<file path="config.mk">
export PLATFORM = sky130hd
export DESIGN_NAME = adc_event_irq_enable
export DESIGN_NICKNAME = d
export VERILOG_FILES = /design/src/rtl/irq_enable_pkg.sv /design/src/rtl/adc_event_irq_enable.sv /design/src/rtl/enable_bit.sv
export SDC_FILE = /design/constraint.sdc
export NUM_CORES = 1
export LEC_CHECK = 0
export BUFFER_PORTS_ARGS = -buffer_cell sky130_fd_sc_hd__buf_2
export CAP_MARGIN = 20
export CORE_MARGIN = 2
export CORE_UTILIZATION = 39
export CTS_CLUSTER_SIZE = 14
export DETAILED_ROUTE_END_ITERATION = 16
export PLACE_DENSITY = 0.79
export SLEW_MARGIN = 40
export SYNTH_ARGS = -nofsm -noshare
export SYNTH_HDL_FRONTEND = slang
export SYNTH_SLANG_ARGS = --single-unit
</file>
<file path="constraint.sdc">
create_clock -name clock -period 1.1 [get_ports clock]
set_input_delay 0.11 -clock clock [delete_from_list [all_inputs] [get_ports clock]]
set_output_delay 0.11 -clock clock [all_outputs]
set_load 0.005 [all_outputs]
</file>
<file path="src/rtl/irq_enable_pkg.sv">
// Contract
// - Clear bit A disables started interrupt
// - Clear bit B disables buffer-end interrupt
// - Clear bit C disables conversion-done interrupt
// - Clear bit D disables result-transferred interrupt
// - Clear bit E disables calibration-finished interrupt
// - Clear bit F disables converter-stopped interrupt
// - Clear bit G disables chan0 upper interrupt
// - Set bit T enables chan6 lower interrupt
// - Set bit U enables chan7 upper interrupt
// - Set bit V enables chan7 lower interrupt
package irq_enable_pkg;
    // ****************************************
    // Register map
    // ****************************************
    localparam int ADDR_W = 12;
    localparam int EVENT_COUNT = 22;
    localparam logic [ADDR_W-1:0] ENABLE_MASK_OFFSET = 12'h304;
    localparam logic [ADDR_W-1:0] DISABLE_MASK_OFFSET = 12'h308;
    localparam logic [EVENT_COUNT-1:0] ENABLE_RESET = 22'h000000;

    // ****************************************
    // Field positions
    // ****************************************
    localparam int BIT_STARTED = 0;
    localparam int BIT_END = 1;
    localparam int BIT_DONE = 2;
    localparam int BIT_RESULT = 3;
    localparam int BIT_CALIB = 4;
    localparam int BIT_STOPPED = 5;
    localparam int BIT_CH0_UPPER = 6;
    localparam int BIT_CH6_LOWER = 19;
    localparam int BIT_CH7_UPPER = 20;
    localparam int BIT_CH7_LOWER = 21;

    // Access kind decoded from the address
    typedef enum logic [2:0] {
        ACC_NONE = 3'b001,
        ACC_SET = 3'b010,
        ACC_CLEAR = 3'b100
    } access_e;
endpackage

</file>
<file path="src/rtl/adc_event_irq_enable.sv">
`timescale 1ns/100ps
`default_nettype none
// Interrupt enable set/clear logic for the converter events
module adc_event_irq_enable
    import irq_enable_pkg::*;
(
    input wire logic clock, // Core clock, 200 MHz
    input wire logic resetn, // Synchronous reset, active low
    input wire logic [irq_enable_pkg::ADDR_W-1:0] addr, // Byte address
    input wire logic [31:0] wdata, // Write data
    input wire logic wr_en, // Write strobe
    input wire logic rd_en, // Read strobe
    output logic [31:0] rdata, // Read data, one cycle after strobe
    input wire logic [irq_enable_pkg::EVENT_COUNT-1:0] events, // Event pulses
    output logic irq // Any enabled event present
);
    import irq_enable_pkg::*;

    logic [EVENT_COUNT-1:0] enable_vec;
    logic [EVENT_COUNT-1:0] req_vec;
    logic [EVENT_COUNT-1:0] set_vec;
    logic [EVENT_COUNT-1:0] clear_vec;
    logic [31:0] rdata_reg;
    logic [31:0] rdata_next;
    access_e acc;

    // ****************************************
    // Address decode
    // ****************************************
    // Unmapped addresses decode to no access and read as zero
    always_comb
    begin
        acc = ACC_NONE;
        if (addr == ENABLE_MASK_OFFSET)
            acc = ACC_SET;
        else if (addr == DISABLE_MASK_OFFSET)
            acc = ACC_CLEAR;
    end

    // Write-one strobes per field; zeros in wdata produce no pulse
    always_comb
    begin
        set_vec = '0;
        clear_vec = '0;
        case (acc)
            ACC_SET:
            begin
                if (wr_en)
                    set_vec = wdata[EVENT_COUNT-1:0];
            end
            ACC_CLEAR:
            begin
                if (wr_en)
                    clear_vec = wdata[EVENT_COUNT-1:0];
            end
            ACC_NONE:
            begin
                set_vec = '0;
            end
            default:
            begin
                set_vec = '0;
            end
        endcase
    end

    // ****************************************
    // Per-event flags
    // ****************************************
    genvar gi;
    generate
        for (gi = 0; gi < EVENT_COUNT; gi++)
        begin : g_bit
            enable_bit u_bit (
                .clock(clock),
                .resetn(resetn),
                .set_pulse(set_vec[gi]),
                .clear_pulse(clear_vec[gi]),
                .event_in(events[gi]),
                .enable(enable_vec[gi]),
                .irq_req(req_vec[gi])
            );
        end
    endgenerate

    // ****************************************
    // Read path
    // ****************************************
    // Both offsets return the same shared state
    always_comb
    begin
        rdata_next = '0;
        if (rd_en && (acc != ACC_NONE))
            rdata_next = {{(32-EVENT_COUNT){1'b0}}, enable_vec};
    end

    // Data holds only in the cycle after the read strobe
    always_ff @(posedge clock)
    begin
        if (!resetn)
            rdata_reg <= '0;
        else
            rdata_reg <= rdata_next;
    end

    assign rdata = rdata_reg;
    assign irq = |req_vec;

    // ****************************************
    // Checks
    // ****************************************
    chk_clear_started: assert property (@(posedge clock) disable iff (!resetn)
        (wr_en && addr == DISABLE_MASK_OFFSET && wdata[BIT_STARTED]) |=> !enable_vec[BIT_STARTED])
        else $error("started enable not cleared");
    chk_clear_end: assert property (@(posedge clock) disable iff (!resetn)
        (wr_en && addr == DISABLE_MASK_OFFSET && wdata[BIT_END]) |=> !enable_vec[BIT_END])
        else $error("end enable not cleared");
    chk_clear_done: assert property (@(posedge clock) disable iff (!resetn)
        (wr_en && addr == DISABLE_MASK_OFFSET && wdata[BIT_DONE]) |=> !enable_vec[BIT_DONE])
        else $error("done enable not cleared");
    chk_clear_result: assert property (@(posedge clock) disable iff (!resetn)
        (wr_en && addr == DISABLE_MASK_OFFSET && wdata[BIT_RESULT]) |=> !enable_vec[BIT_RESULT])
        else $error("result enable not cleared");
    chk_clear_calib: assert property (@(posedge clock) disable iff (!resetn)
        (wr_en && addr == DISABLE_MASK_OFFSET && wdata[BIT_CALIB]) |=> !enable_vec[BIT_CALIB])
        else $error("calibration enable not cleared");
    chk_clear_stopped: assert property (@(posedge clock) disable iff (!resetn)
        (wr_en && addr == DISABLE_MASK_OFFSET && wdata[BIT_STOPPED])
        |=> !enable_vec[BIT_STOPPED])
        else $error("stopped enable not cleared");
    chk_clear_ch0_upper: assert property (@(posedge clock) disable iff (!resetn)
        (wr_en && addr == DISABLE_MASK_OFFSET && wdata[BIT_CH0_UPPER])
        |=> !enable_vec[BIT_CH0_UPPER])
        else $error("chan0 upper enable not cleared");
    chk_set_ch6_lower: assert property (@(posedge clock) disable iff (!resetn)
        (wr_en && addr == ENABLE_MASK_OFFSET && wdata[BIT_CH6_LOWER])
        |=> enable_vec[BIT_CH6_LOWER])
        else $error("chan6 lower enable not set");
    chk_set_ch7_upper: assert property (@(posedge clock) disable iff (!resetn)
        (wr_en && addr == ENABLE_MASK_OFFSET && wdata[BIT_CH7_UPPER])
        |=> enable_vec[BIT_CH7_UPPER])
        else $error("chan7 upper enable not set");
    chk_set_ch7_lower: assert property (@(posedge clock) disable iff (!resetn)
        (wr_en && addr == ENABLE_MASK_OFFSET && wdata[BIT_CH7_LOWER])
        |=> enable_vec[BIT_CH7_LOWER])
        else $error("chan7 lower enable not set");
    chk_read_shared: assert property (@(posedge clock) disable iff (!resetn)
        (rd_en && (addr == ENABLE_MASK_OFFSET || addr == DISABLE_MASK_OFFSET))
        |=> rdata[EVENT_COUNT-1:0] == $past(enable_vec))
        else $error("read data differs from enable state");
    chk_hold_idle: assert property (@(posedge clock) disable iff (!resetn)
        !wr_en ##1 1'b1 |-> enable_vec == $past(enable_vec))
        else $error("enable changed without a write");
    chk_irq_gate: assert property (@(posedge clock) disable iff (!resetn)
        irq == |(events & enable_vec))
        else $error("interrupt not gated by enables");

    // ****************************************
    // Reset, idle and refused accesses
    // ****************************************
    // Reset check runs without disable so the reset cycles themselves are seen
    chk_reset_clear: assert property (@(posedge clock)
        !resetn |=> (enable_vec == ENABLE_RESET) && (rdata == 32'h00000000))
        else $error("enables or read data not cleared by reset");
    // Read data must drop back to zero outside the answer cycle
    chk_rdata_idle: assert property (@(posedge clock) disable iff (!resetn)
        !rd_en |=> rdata == 32'h00000000)
        else $error("read data present without a read");
    chk_upper_zero: assert property (@(posedge clock) disable iff (!resetn)
        rdata[31:EVENT_COUNT] == '0)
        else $error("unused read bits not zero");
    // Unmapped writes must not reach any flag
    chk_hole_write: assert property (@(posedge clock) disable iff (!resetn)
        (wr_en && addr != ENABLE_MASK_OFFSET && addr != DISABLE_MASK_OFFSET)
        |=> enable_vec == $past(enable_vec))
        else $error("unmapped write changed enables");

    // ****************************************
    // Zero bits leave their flag alone
    // ****************************************
    // A broken strobe mask would spill a write into neighbouring fields
    chk_keep_started: assert property (@(posedge clock) disable iff (!resetn)
        (wr_en && addr == DISABLE_MASK_OFFSET && !wdata[BIT_STARTED])
        |=> enable_vec[BIT_STARTED] == $past(enable_vec[BIT_STARTED]))
        else $error("started enable changed by zero bit");
    chk_keep_end: assert property (@(posedge clock) disable iff (!resetn)
        (wr_en && addr == DISABLE_MASK_OFFSET && !wdata[BIT_END])
        |=> enable_vec[BIT_END] == $past(enable_vec[BIT_END]))
        else $error("end enable changed by zero bit");
    chk_keep_done: assert property (@(posedge clock) disable iff (!resetn)
        (wr_en && addr == DISABLE_MASK_OFFSET && !wdata[BIT_DONE])
        |=> enable_vec[BIT_DONE] == $past(enable_vec[BIT_DONE]))
        else $error("done enable changed by zero bit");
    chk_keep_result: assert property (@(posedge clock) disable iff (!resetn)
        (wr_en && addr == DISABLE_MASK_OFFSET && !wdata[BIT_RESULT])
        |=> enable_vec[BIT_RESULT] == $past(enable_vec[BIT_RESULT]))
        else $error("result enable changed by zero bit");
    chk_keep_calib: assert property (@(posedge clock) disable iff (!resetn)
        (wr_en && addr == DISABLE_MASK_OFFSET && !wdata[BIT_CALIB])
        |=> enable_vec[BIT_CALIB] == $past(enable_vec[BIT_CALIB]))
        else $error("calibration enable changed by zero bit");
    chk_keep_stopped: assert property (@(posedge clock) disable iff (!resetn)
        (wr_en && addr == DISABLE_MASK_OFFSET && !wdata[BIT_STOPPED])
        |=> enable_vec[BIT_STOPPED] == $past(enable_vec[BIT_STOPPED]))
        else $error("stopped enable changed by zero bit");
    chk_keep_ch0_upper: assert property (@(posedge clock) disable iff (!resetn)
        (wr_en && addr == DISABLE_MASK_OFFSET && !wdata[BIT_CH0_UPPER])
        |=> enable_vec[BIT_CH0_UPPER] == $past(enable_vec[BIT_CH0_UPPER]))
        else $error("chan0 upper enable changed by zero bit");
    chk_keep_ch6_lower: assert property (@(posedge clock) disable iff (!resetn)
        (wr_en && addr == ENABLE_MASK_OFFSET && !wdata[BIT_CH6_LOWER])
        |=> enable_vec[BIT_CH6_LOWER] == $past(enable_vec[BIT_CH6_LOWER]))
        else $error("chan6 lower enable changed by zero bit");
    chk_keep_ch7_upper: assert property (@(posedge clock) disable iff (!resetn)
        (wr_en && addr == ENABLE_MASK_OFFSET && !wdata[BIT_CH7_UPPER])
        |=> enable_vec[BIT_CH7_UPPER] == $past(enable_vec[BIT_CH7_UPPER]))
        else $error("chan7 upper enable changed by zero bit");
    chk_keep_ch7_lower: assert property (@(posedge clock) disable iff (!resetn)
        (wr_en && addr == ENABLE_MASK_OFFSET && !wdata[BIT_CH7_LOWER])
        |=> enable_vec[BIT_CH7_LOWER] == $past(enable_vec[BIT_CH7_LOWER]))
        else $error("chan7 lower enable changed by zero bit");

    // ****************************************
    // Shared flag seen from the other register
    // ****************************************
    // One flag per event: the opposite register must reach the same bit
    chk_set_started: assert property (@(posedge clock) disable iff (!resetn)
        (wr_en && addr == ENABLE_MASK_OFFSET && wdata[BIT_STARTED])
        |=> enable_vec[BIT_STARTED])
        else $error("started enable not set");
    chk_set_end: assert property (@(posedge clock) disable iff (!resetn)
        (wr_en && addr == ENABLE_MASK_OFFSET && wdata[BIT_END])
        |=> enable_vec[BIT_END])
        else $error("end enable not set");
    chk_set_done: assert property (@(posedge clock) disable iff (!resetn)
        (wr_en && addr == ENABLE_MASK_OFFSET && wdata[BIT_DONE])
        |=> enable_vec[BIT_DONE])
        else $error("done enable not set");
    chk_set_result: assert property (@(posedge clock) disable iff (!resetn)
        (wr_en && addr == ENABLE_MASK_OFFSET && wdata[BIT_RESULT])
        |=> enable_vec[BIT_RESULT])
        else $error("result enable not set");
    chk_set_calib: assert property (@(posedge clock) disable iff (!resetn)
        (wr_en && addr == ENABLE_MASK_OFFSET && wdata[BIT_CALIB])
        |=> enable_vec[BIT_CALIB])
        else $error("calibration enable not set");
    chk_set_stopped: assert property (@(posedge clock) disable iff (!resetn)
        (wr_en && addr == ENABLE_MASK_OFFSET && wdata[BIT_STOPPED])
        |=> enable_vec[BIT_STOPPED])
        else $error("stopped enable not set");
    chk_set_ch0_upper: assert property (@(posedge clock) disable iff (!resetn)
        (wr_en && addr == ENABLE_MASK_OFFSET && wdata[BIT_CH0_UPPER])
        |=> enable_vec[BIT_CH0_UPPER])
        else $error("chan0 upper enable not set");
    chk_clear_ch6_lower: assert property (@(posedge clock) disable iff (!resetn)
        (wr_en && addr == DISABLE_MASK_OFFSET && wdata[BIT_CH6_LOWER])
        |=> !enable_vec[BIT_CH6_LOWER])
        else $error("chan6 lower enable not cleared");
    chk_clear_ch7_upper: assert property (@(posedge clock) disable iff (!resetn)
        (wr_en && addr == DISABLE_MASK_OFFSET && wdata[BIT_CH7_UPPER])
        |=> !enable_vec[BIT_CH7_UPPER])
        else $error("chan7 upper enable not cleared");
    chk_clear_ch7_lower: assert property (@(posedge clock) disable iff (!resetn)
        (wr_en && addr == DISABLE_MASK_OFFSET && wdata[BIT_CH7_LOWER])
        |=> !enable_vec[BIT_CH7_LOWER])
        else $error("chan7 lower enable not cleared");

    cov_set_then_clear: cover property (@(posedge clock) disable iff (!resetn)
        enable_vec[BIT_CH7_UPPER] ##[1:20] !enable_vec[BIT_CH7_UPPER]);
    cov_irq_fired: cover property (@(posedge clock) disable iff (!resetn) irq);
    cov_read_back: cover property (@(posedge clock) disable iff (!resetn)
        rd_en && addr == DISABLE_MASK_OFFSET ##1 rdata != 32'h00000000);
    // Write straight into a read with no idle cycle between
    cov_write_read: cover property (@(posedge clock) disable iff (!resetn) wr_en ##1 rd_en);
    cov_zero_write: cover property (@(posedge clock) disable iff (!resetn)
        wr_en && wdata == 32'h00000000);
endmodule
`default_nettype wire

</file>
<file path="src/rtl/enable_bit.sv">
`timescale 1ns/100ps
`default_nettype none
// One event's enable flag, set and clear by write-one
module enable_bit
    import irq_enable_pkg::*;
(
    input wire logic clock, // Core clock
    input wire logic resetn, // Synchronous reset, active low
    input wire logic set_pulse, // Write of 1 to the set register
    input wire logic clear_pulse, // Write of 1 to the clear register
    input wire logic event_in, // Raw event pulse
    output logic enable, // Current enable state
    output logic irq_req // Event gated by enable
);
    logic enable_reg;
    logic enable_next;

    // ****************************************
    // Flag update
    // ****************************************
    // Set and clear never coincide: they come from two different addresses
    always_comb
    begin
        enable_next = enable_reg;
        if (set_pulse)
            enable_next = 1'b1;
        else if (clear_pulse)
            enable_next = 1'b0;
    end

    // Register only
    always_ff @(posedge clock)
    begin
        if (!resetn)
            enable_reg <= 1'b0;
        else
            enable_reg <= enable_next;
    end

    assign enable = enable_reg;
    assign irq_req = enable_reg & event_in;
endmodule
`default_nettype wire

</file>
* After elaboration in Yosys (flattened, before gate mapping)
Index checks and enable logic that the tools add are counted.
** Storage, ports and cells
- Register bits after elaboration :: 54
- Input port bits :: 70
** Cells by class
- Equal/unequal tests :: 5
- Multiplexer cells :: 49
- Bitwise logic cells :: 22
- Reduce and logical (&&, ||, !) cells :: 25
** Operators with widths (number)
- 22-bit two-way mux :: 3
- 1-bit two-way mux :: 44
- 2-bit nonzero test :: 22
- 12-bit by 10-bit == test with 1-bit output (second input constant) :: 2
- 1-bit bitwise AND :: 22
- 22-bit OR reduction :: 1
- 3-bit two-way mux :: 2
- 3-bit by 2-bit == test with 1-bit output (second input constant) :: 1
- 3-bit == test (second input constant) :: 1
- 3-bit by 1-bit inequality test with 1-bit output (second input constant) :: 1
- 2-bit AND reduction :: 1
- 1-bit logical AND :: 1

* Depth between registers and ports, before layout
Gate-level depths: netlist of run 1.
- Word-level depth :: 7
- Depth in mapped cells :: 5

* Hierarchy
From an unflattened synthesis of run 1, not the netlist that was laid out.
** Unflattened totals
- Cell total of the unflattened synthesis :: 265
- Area total of the unflattened synthesis :: 2447.3 sq um
** By module, submodules not included
- adc_event_irq_enable :: times used 1, cells each 177, area each 1373.8 sq um, sequential area each 440.4 sq um
- enable_bit :: times used 22, cells each 4, area each 48.8 sq um, sequential area each 20.0 sq um

* Worst setup path after synthesis of run 1
No wires, ideal clock.
- Kind :: reg-to-output
- From :: reg g_bit[1].u_bit.enable_reg
- To :: out irq
- Arrival :: 0.984 ns
- Data required time :: 0.990 ns
- Setup slack :: 0.006 ns
- Stages on the path, launching flop included :: 5
- Path buffers :: 0
- Cells stage by stage :: dfxtp_1 a22o_1 a221oi_1 and4_1 nand4_1
** Between the ends
- Longest elaborated chain between the ends :: 2
** Ends and longest elaborated chain
- from (decl) :: line enable_bit.sv:15 : logic enable_reg;
- from (signal assigned) :: line enable_bit.sv:37 : enable_reg <= enable_next;
- 1-bit bitwise AND :: line enable_bit.sv:41 : assign irq_req = enable_reg & event_in;
- 22-bit OR reduction :: line adc_event_irq_enable.sv:107 : assign irq = |req_vec;
- to (decl) :: line adc_event_irq_enable.sv:15 : output logic irq
No other way between the ends.

* Final worst setup path of run 1
- From :: reg g_bit[8].u_bit.enable_reg
- To :: out irq
** Between the ends
- Longest elaborated chain between the ends :: 2
** Ends and longest elaborated chain (line)
- from (decl) :: enable_bit.sv:15
- from (signal assigned) :: enable_bit.sv:37
- 1-bit bitwise AND :: enable_bit.sv:41
- 22-bit OR reduction :: adc_event_irq_enable.sv:107
No other way between the ends.

==> flow_metrics.env, run 1 <==
export IMPL_fin_skew_ps=4.801
export IMPL_die_x_um=72.09
export IMPL_first_pass_iters=4
export IMPL_p_seq_share_pct=55.4
export IMPL_coreArea_um2=4414
export IMPL_layout_drive_gt1_share_pct=50.55
export IMPL_drt_iter0_drc=68
export IMPL_start_util_pct=40.96
export IMPL_wl_met3_um=366
export IMPL_topRoutingLayerUsed="met4"
export IMPL_crit_path_start_kind="flip-flop"
export IMPL_htree_levels=2
export IMPL_syn_inst=176
export IMPL_hp_class="in2reg"
export IMPL_cts_sinks=44
export IMPL_leakage_nw=1.206
export IMPL_run_status="finished, violations left"
export IMPL_wl_per_cell_um=13.81
export IMPL_path_clk_slew_ps=80
export IMPL_grt_pass1_vias=1686
export IMPL_die_area_um2=5196
export IMPL_cp_cell_sequence="a22o_1 > a221oi_2 > and4_1 > nand4_1 > buf_2"
export IMPL_cts_buffers=5
export IMPL_final_common_cell="buf_2"
export IMPL_hold_end="g_bit[21].u_bit.enable"
export IMPL_grtUsageTotal_pct=18.38
export IMPL_ys_flop_type="dfxtp_1"
export IMPL_antenna_cells=0
export IMPL_drc=0
export IMPL_min_from="wdata[21]"
export IMPL_endpoint_kind="output port"
export IMPL_critPathMaxFanout=2
export IMPL_final_max_slew_viol_count=0
export IMPL_synth_edff_count=0
export IMPL_clockBufferDepth=2
export IMPL_vdd_ir_drop_max_uv=424.9
export IMPL_fin_ws_ps=-501.6
export IMPL_critPathRequiredTime_ps=990
export IMPL_max_freq_mhz=624.4
export IMPL_clock_latency_ps=290
export IMPL_wl_met2_um=2296
export IMPL_die_h_um=72.09
export IMPL_synth_yosys_seq_area_share_pct=48.72
export IMPL_rsz0062_at_grt="true"
export IMPL_fin_crit_sh_pct=145.6
export IMPL_synth_distinct_cells=23
export IMPL_vias_per_cell=5.092
export IMPL_rows=24
export IMPL_final_hold_violation_count=0
export IMPL_layout_common_cells="82 x buf_2, 42 x dfxtp_1, 23 x nand2_1"
export IMPL_cts_root_buf="clkbuf_8"
export IMPL_crit_type="reg2out"
export IMPL_wirelength_um=4516
export IMPL_async_reset_ff_share_pct=0
export IMPL_min_path_cells=3
export IMPL_syn_area_per_cell_um2=10.27
export IMPL_syn_area_um2=1808
export IMPL_sw_frac_of_total_pct=21.63
export IMPL_rrSetupSlack_ps=360
export IMPL_cp_slowest_cell="dfxtp_2"
export IMPL_pwr_density_cell_nw_per_um2=1148
export IMPL_cts_hold_buffers=0
export IMPL_yosysWarningCount=0
export IMPL_p_int_w=0.002253
export IMPL_finalSetupViolations=1
export IMPL_reg2reg_from="g_bit[9].u_bit.enable"
export IMPL_violations="negative setup slack"
export IMPL_ys_ff_latch=44
export IMPL_combPwrFrac_pct=7.7
export IMPL_antenna_found_initial=0
export IMPL_post_dp_hpwl_um=3385
export IMPL_ff2ff_path_depth=3
export IMPL_grt_ovfl_total=0
export IMPL_crit_path_max_incr_delay_ps=320
export IMPL_fin_crit_ps=1602
export IMPL_tns_ps=-501.6
export IMPL_port_buffers=82
export IMPL_gp_congestion=0.8523
export IMPL_max_cap_violations=0
export IMPL_arrival_ps=1490
export IMPL_dpl_cell_count=319
export IMPL_cts_tree="done"
export IMPL_nets=345
export IMPL_fin_cells=327
export IMPL_clkPwrFrac_pct=36.9
export IMPL_area_delta_synth_final_pct=38.48
export IMPL_final_antenna_net_count=0
export IMPL_num_vias=1665
export IMPL_reg2reg_to="g_bit[9].u_bit.enable"
export IMPL_io_pins=103
export IMPL_power_switching_w=0.0006219
export IMPL_total_power_w=0.002875
export IMPL_grt_max_degree=23
export IMPL_wirelength_met1_um=1795
export IMPL_grt_pass1_wl_um=7383
## metrics by stage
| stage | hold slack (ps) | util (%) | setup slack [ps] | instance area [um^2] |
|---|---|---|---|---|
| 3_3_place_gp | 389.4 | 53.74 | -254.0 | 2372 |
| 2_1_floorplan | 256.8 | - | 5.874 | 1842 |
| 4_1_cts | 92.53 | 56.55 | -504.8 | 2496 |
| 6_report | 95.99 | 56.72 | -501.6 | 2504 |
| 5_1_grt | 101.8 | 56.72 | -582.3 | 2504 |
| 3_5_place_dp | 400.0 | 53.74 | -288.7 | 2372 |
## cell usage after synthesis, types with 2 or more instances
| cell | count | area share, % |
|---|---|---|
| nand2_1 | 23 | 4.8 |
| a22o_1 | 4 | 1.9 |
| buf_6 | 2 | 1.2 |
| o21ai_0 | 2 | 0.55 |
| a22oi_1 | 3 | 1.2 |
| o211ai_1 | 2 | 0.83 |
| clkbuf_1 | 4 | 0.83 |
| nand4_1 | 3 | 1.0 |
| and2_1 | 22 | 7.6 |
| nor2_1 | 2 | 0.42 |
| a221oi_1 | 4 | 1.9 |
| dfxtp_1 | 44 | 49 |
| buf_4 | 10 | 4.2 |
| o21ai_1 | 20 | 5.5 |
| o211ai_2 | 20 | 14 |
| buf_2 | 4 | 1.1 |
## what timing repair did
| item | 4_1_cts | 5_1_grt |
|---|---|---|
| resized for setup | 4 | 2 |
| pin swaps | 2 | 1 |
| endpoints found under the setup margin | 1 | 1 |
| setup buffers | 1 | 0 |
| gates cloned | 0 | 0 |
## per-layer routing
layer | vias to the layer above | GRT usage [%]
met4 | 0 | 5.870
met2 | 71 | 33.54
met5 | - | 0
li1 | 808 | -
met3 | 7 | 6.250
met1 | 779 | 19.81
## how the worst max path moves through the flow
stage,startpoint,to,slack (ps),cells past startpoint
floorplan,g_bit[1].u_bit.enable,irq,6,4
global placement,g_bit[13].u_bit.enable,irq,-250,5
detailed placement,g_bit[13].u_bit.enable,irq,-290,5
CTS,g_bit[8].u_bit.enable,irq,-500,5
global route,g_bit[8].u_bit.enable,irq,-580,5
finish,g_bit[8].u_bit.enable,irq,-500,5
## critical path, delay by kind of cell (launching register included)
family	cells	cell delay, ps
and+or+nand+nor	2	320
buffers and inverters	1	150
DFF	1	320
AOI/OAI and AO/OA	2	410
## cell type report
class / count / area (um^2)
clock buffer: 7 / 96.34
tap: 52 / 65.06
timing repair buffer: 103 / 605.6
multi-input combinational: 121 / 853.3
fill: 417 / 1911
sequential: 44 / 883.3
## power by group through the flow
| stage | registers (W) | clock network (W) | logic [W] |
|---|---|---|---|
| after global placement | 0.00163 | 0 | 0.000217 |
| after CTS | 0.00159 | 0.00108 | 0.000223 |
| final | 0.00159 | 0.00106 | 0.000222 |
| after detailed placement | 0.00163 | 0 | 0.000219 |
| after global routing | 0.00159 | 0.00115 | 0.000245 |
| after floorplan | 0.00163 | 0 | 0.000103 |
## cells by family (layout without fill, tap and decap cells)
kind of cell | Yosys count | count (layout) | synth area share, %
simple gates | 55 | 55 | 17.37
flops | 44 | 44 | 48.72
buf+inv | 20 | 110 | 7.335
compound gates | 55 | 55 | 25.88
xor+xnor | 1 | 1 | 0.4845
other cells | 1 | 10 | 0.2074
Power figures use the tool's default switching activity.
==> inputs of run 2 (changes only) <==
==> constraint.sdc (replaced) <==
create_clock -name clock -period 1.3 [get_ports clock]
set_input_delay 0.13 -clock clock [delete_from_list [all_inputs] [get_ports clock]]
set_output_delay 0.13 -clock clock [all_outputs]
set_load 0.005 [all_outputs]
==> run 2 against run 1 <==
The run still ends with negative setup slack left. Non-clock buffer count shrank 7. Clock-buffer cell count is 1 higher. Sequential share of layout area is 1.1 points higher. Via count down 3.8%. Routed wire length shrank 1.2%. Utilization is 1.8 points lower. Combinational power shrank 19%. Total power shrank 17%. Cell count decreased by 1.8%. Die area unchanged. Sequential power is 15% lower. Critical endpoint unchanged.
==> flow_metrics.env, run 2 (synthesis results as in run 1) <==
export IMPL_fin_cells=321
export IMPL_endpoint_kind="output port"
export IMPL_layout_common_cells="82 x buf_2, 42 x dfxtp_1, 23 x nand2_1"
export IMPL_nets=338
export IMPL_fin_crit_sh_pct=123.9
export IMPL_port_buffers=82
export IMPL_start_util_pct=40.96
export IMPL_pwr_density_cell_nw_per_um2=980.1
export IMPL_finalSetupViolations=1
export IMPL_cp_slowest_cell="dfxtp_2"
export IMPL_violations="negative setup slack"
export IMPL_num_vias=1602
export IMPL_fin_skew_ps=4.219
export IMPL_post_dp_hpwl_um=3313
export IMPL_critPathTopFamily="compound AO/OA/AOI/OAI gates"
export IMPL_vias_per_cell=4.991
export IMPL_path_clk_slew_ps=80
export IMPL_first_pass_iters=4
export IMPL_grt_ovfl_total=0
export IMPL_die_x_um=72.09
export IMPL_antenna_cells=0
export IMPL_gp_congestion=0.7907
export IMPL_critPathRequiredTime_ps=1170
export IMPL_cts_root_buf="clkbuf_8"
export IMPL_rsz0062_at_grt="true"
export IMPL_rows=24
export IMPL_area_delta_synth_final_pct=34.19
export IMPL_vdd_ir_drop_max_uv=369.8
export IMPL_power_switching_w=0.0005186
export IMPL_cts_tree="done"
export IMPL_arrival_ps=1480
export IMPL_p_seq_share_pct=56.6
export IMPL_layout_drive_gt1_share_pct=48.33
export IMPL_hp_class="in2reg"
export IMPL_cts_hold_buffers=0
export IMPL_drc=0
export IMPL_coreArea_um2=4414
export IMPL_wl_per_cell_um=13.90
export IMPL_clock_latency_ps=280
export IMPL_dp_slack_ps=-113.6
export IMPL_final_antenna_net_count=0
export IMPL_crit_type="reg2out"
export IMPL_cp_cell_sequence="a22o_1 > a221oi_2 > and4_1 > nand4_1 > buf_2"
export IMPL_run_status="finished, violations left"
export IMPL_critPathMaxFanout=2
export IMPL_max_freq_mhz=621.0
export IMPL_crit_path_start_kind="flip-flop"
export IMPL_max_cap_violations=0
export IMPL_die_area_um2=5196
export IMPL_nFillCells=408
export IMPL_io_pins=103
export IMPL_fin_ws_ps=-310.2
export IMPL_final_max_slew_viol_count=0
export IMPL_wirelength_um=4463
export IMPL_fin_crit_ps=1610
export IMPL_clockBufferDepth=2
export IMPL_grt_pass1_vias=1590
export IMPL_leakage_nw=1.156
export IMPL_sw_frac_of_total_pct=21.81
export IMPL_clkPwrFrac_pct=35.8
export IMPL_crit_path_max_incr_delay_ps=320
export IMPL_combPwrFrac_pct=7.5
export IMPL_dpl_cell_count=312
export IMPL_grt_pass1_wl_um=7162
export IMPL_grt_max_degree=23
export IMPL_cts_sinks=44
export IMPL_cts_buffers=5
export IMPL_cp_buffers_inverters=1
export IMPL_die_h_um=72.09
export IMPL_final_hold_violation_count=0
export IMPL_final_common_cell="buf_2"
export IMPL_antenna_found_initial=0
export IMPL_p_int_w=0.001859
export IMPL_grtUsageTotal_pct=17.84
export IMPL_htree_levels=2
export IMPL_drt_iter0_drc=110
export IMPL_fin_util_pct=54.96
==> run 2: cell types whose count changed in the layout (fill, tap and decap cells not counted), sizes merged <==
cell	previous run	this run
clkbuf	7	8
buf	103	96
==> run 2: power groups by stage <==
stage | registers, W | clock network (W) | logic (W)
global route | 0.00135 | 0.000942 | 0.000196
finish | 0.00135 | 0.000852 | 0.000179
floorplan | 0.00138 | 0 | 0.0000873
CTS | 0.00135 | 0.000881 | 0.000180
global placement | 0.00138 | 0 | 0.000174
detailed placement | 0.00138 | 0 | 0.000177
==> run 2: metal layers <==
| layer | GRT usage [%] | routed length, um | vias to the layer above |
|---|---|---|---|
| met2 | 32.52 | 2296 | 69 |
| met1 | 20.03 | 1814 | 733 |
| met5 | 0 | 0 | - |
| met3 | 4.167 | 305 | 5 |
| met4 | 6.709 | 46 | 0 |
| li1 | - | - | 795 |
==> run 2: what timing repair did <==
action / CTS / global route
gates resized for setup: 4 / 1
endpoints found under the setup margin: 1 / 1
buffers inserted: 1 / 0
==> run 2: area by class of cell <==
class / count / area [um^2] / area share (%)
clock buffers: 8 / 90.09 / 3.713
multi-input cells: 121 / 847.1 / 34.91
flip-flops and latches: 44 / 883.3 / 36.41
well taps: 52 / 65.06 / 2.682
repair buffers: 96 / 540.5 / 22.28
==> run 2: through the flow <==
step | power (W) | hold slack (ps) | setup TNS [ps] | cell area [um^2]
2_1_floorplan | 0.001466 | 276.8 | 0 | 1842
3_3_place_gp | 0.001552 | 414.6 | -149.6 | 2307
3_5_place_dp | 0.001556 | 419.7 | -631.7 | 2307
4_1_cts | 0.002407 | 120.1 | -334.0 | 2425
5_1_grt | 0.002485 | 135.1 | -398.2 | 2426
6_report | 0.002378 | 120.8 | -310.2 | 2426
==> run 2: tightest hold or removal path, delay by kind of cell <==
kind | cells | cell delay, ps
AND/OR/NAND/NOR | 1 | 70
AO/OA/AOI/OAI | 1 | 70
buffers and inverters | 1 | 100
==> run 2: path summary, 6_finish.rpt <==
| kind | depth (start not counted) | to | slack, ps | start |
|---|---|---|---|---|
| worst max-delay path | 5 | irq | -310 | g_bit[4].u_bit.enable |
| worst min-delay path | 3 | g_bit[8].u_bit.enable | 120 | wdata[8] |
| worst max register to register | 3 | g_bit[12].u_bit.enable | 570 | g_bit[12].u_bit.enable |
| worst min register to register | 2 | g_bit[5].u_bit.enable | 490 | g_bit[5].u_bit.enable |
==> inputs of run 3 (changes only) <==
--- a/config.mk
+++ b/config.mk
@@ -7,9 +7,11 @@
 export LEC_CHECK = 0
 export BUFFER_PORTS_ARGS = -buffer_cell sky130_fd_sc_hd__buf_2
 export CAP_MARGIN = 20
-export CORE_MARGIN = 2
-export CORE_UTILIZATION = 39
-export CTS_CLUSTER_SIZE = 14
+export CELL_PAD_IN_SITES_DETAIL_PLACEMENT = 2
+export CELL_PAD_IN_SITES_GLOBAL_PLACEMENT = 2
+export CORE_MARGIN = 1
+export CORE_UTILIZATION = 22
+export CTS_CLUSTER_SIZE = 30
 export DETAILED_ROUTE_END_ITERATION = 16
 export PLACE_DENSITY = 0.79
 export SLEW_MARGIN = 40
==> run 3 against run 2 <==
The run still ends with negative setup slack left. Clock skew decreased by 1.9 ps. Routed wire length increased by 25%. Sequential share of layout area decreased by 1.7 points. Clock-buffer cell count decreased by 2. Clock power decreased by 5.6%. Combinational power increased by 3%. Cell count increased by 18%. Highest routed layer unchanged.
==> flow_metrics.env, run 3 (synthesis results as in run 1) <==
export IMPL_dpl_cell_area_um2=2437
export IMPL_antenna_cells=0
export IMPL_final_antenna_net_count=0
export IMPL_io_pins=103
export IMPL_port_buffers=82
export IMPL_grt_max_degree=23
export IMPL_endpoint_kind="output port"
export IMPL_dp_slack_ps=-120.5
export IMPL_start_util_pct=23.04
export IMPL_fin_util_pct=32.38
export IMPL_cts_buffers=5
export IMPL_grt_pass1_vias=1810
export IMPL_first_pass_iters=2
export IMPL_tns_ps=-380.4
export IMPL_fin_crit_ps=1680
export IMPL_htree_levels=2
export IMPL_arrival_ps=1550
export IMPL_crit_path_start_kind="flip-flop"
export IMPL_pwr_density_cell_nw_per_um2=918.7
export IMPL_coreArea_um2=7848
export IMPL_gp_congestion=0.7206
export IMPL_hp_class="in2reg"
export IMPL_rows=32
export IMPL_num_vias=1685
export IMPL_nFillCells=941
export IMPL_area_delta_synth_final_pct=40.55
export IMPL_die_area_um2=8585
export IMPL_wirelength_um=5585
export IMPL_cp_slowest_cell="dfxtp_1"
export IMPL_cts_sinks=44
export IMPL_cts_root_buf="clkbuf_8"
export IMPL_die_x_um=92.66
export IMPL_finalSetupViolations=1
export IMPL_post_dp_hpwl_um=4366
export IMPL_clockBufferDepth=2
export IMPL_drt_iter0_drc=18
export IMPL_cp_cell_sequence="a22o_1 > a221oi_2 > and4_1 > nand4_1 > buf_2"
export IMPL_wl_per_cell_um=14.78
export IMPL_drc=0
export IMPL_leakage_nw=1.196
export IMPL_layout_common_cells="82 x buf_2, 43 x dfxtp_1, 23 x nand2_1"
export IMPL_final_max_slew_viol_count=0
export IMPL_max_cap_violations=0
export IMPL_fin_skew_ps=2.351
export IMPL_vdd_ir_drop_max_uv=297.9
export IMPL_fin_crit_sh_pct=129.3
export IMPL_final_area_um2=2541
export IMPL_run_status="finished, violations left"
export IMPL_clock_latency_ps=290
export IMPL_final_hold_violation_count=0
export IMPL_fin_ws_ps=-380.4
export IMPL_layout_drive_gt1_share_pct=50.00
export IMPL_cts_tree="done"
export IMPL_grt_pass1_wl_um=9004
export IMPL_nets=346
export IMPL_crit_type="reg2out"
export IMPL_max_freq_mhz=595.1
export IMPL_rsz0062_at_grt="true"
export IMPL_crit_path_max_incr_delay_ps=320
export IMPL_critPathRequiredTime_ps=1170
export IMPL_final_common_cell="buf_2"
export IMPL_antenna_found_initial=0
export IMPL_cts_setup_buffers=0
export IMPL_violations="negative setup slack"
export IMPL_critPathMaxFanout=2
export IMPL_vias_per_cell=4.458
export IMPL_grt_ovfl_total=0
export IMPL_path_clk_slew_ps=80
export IMPL_grtUsageTotal_pct=13.70
export IMPL_die_h_um=92.66
[run 3: path summary, 6_finish.rpt]
kind                                             start                     end  slack (ps)  cells after the start
worst max-delay path             g_bit[8].u_bit.enable                     irq        -380                      5
worst min-delay path                         wdata[13]  g_bit[13].u_bit.enable         130                      3
worst max register to register   g_bit[9].u_bit.enable   g_bit[9].u_bit.enable         540                      3
worst min register to register  g_bit[21].u_bit.enable  g_bit[21].u_bit.enable         510                      2
[run 3: routing by layer]
metal	wire length [um]	up-vias	GRT usage [%]
met1	2256	802	16.27
met5	0	-	0
met3	445	4	3.777
li1	-	811	-
met4	57	0	4.103
met2	2825	68	23.95
[run 3: final cells by class]
| class | count | area, um^2 | area share, % |
|---|---|---|---|
| clock buffer | 6 | 72.57 | 2.856 |
| clock inverter | 1 | 5.005 | 0.1969 |
| multi-input combinational | 121 | 853.3 | 33.58 |
| sequential | 44 | 882.1 | 34.71 |
| tap | 102 | 127.6 | 5.022 |
| timing repair buffer | 104 | 600.6 | 23.63 |
[run 3: critical path: cells and delay by family, from the launching register on]
| family | cells | cell delay (ps) |
|---|---|---|
| and+or+nand+nor | 2 | 380 |
| AOI/OAI and AO/OA | 2 | 440 |
| DFF | 1 | 320 |
| buffers and inverters | 1 | 140 |
[run 3: repair_timing]
action / CTS / global route
pin swaps: 1 / 2
hold buffers: 0 / 0
setup endpoints to repair: 1 / 1
gates resized for setup: 4 / 1
[run 3: where the power goes]
| group | leakage, nW | switching (W) | total, W | internal (W) |
|---|---|---|---|---|
| clock network | 0.0410 | 0.000438 | 0.000804 | 0.000366 |
| logic | 0.800 | 0.000104 | 0.000184 | 0.0000806 |
| registers | 0.355 | 0.0000000556 | 0.00135 | 0.00135 |
| total | 1.20 | 0.000542 | 0.00233 | 0.00179 |
[run 3: through the flow]
step / hold WS (ps) / instances / total power, W
3_5_place_dp: 436.3 / 371 / 0.001563
4_1_cts: 124.0 / 378 / 0.002381
3_3_place_gp: 419.9 / 371 / 0.001559
2_1_floorplan: 276.8 / 185 / 0.001466
5_1_grt: 129.9 / 378 / 0.002461
6_report: 125.4 / 378 / 0.002335
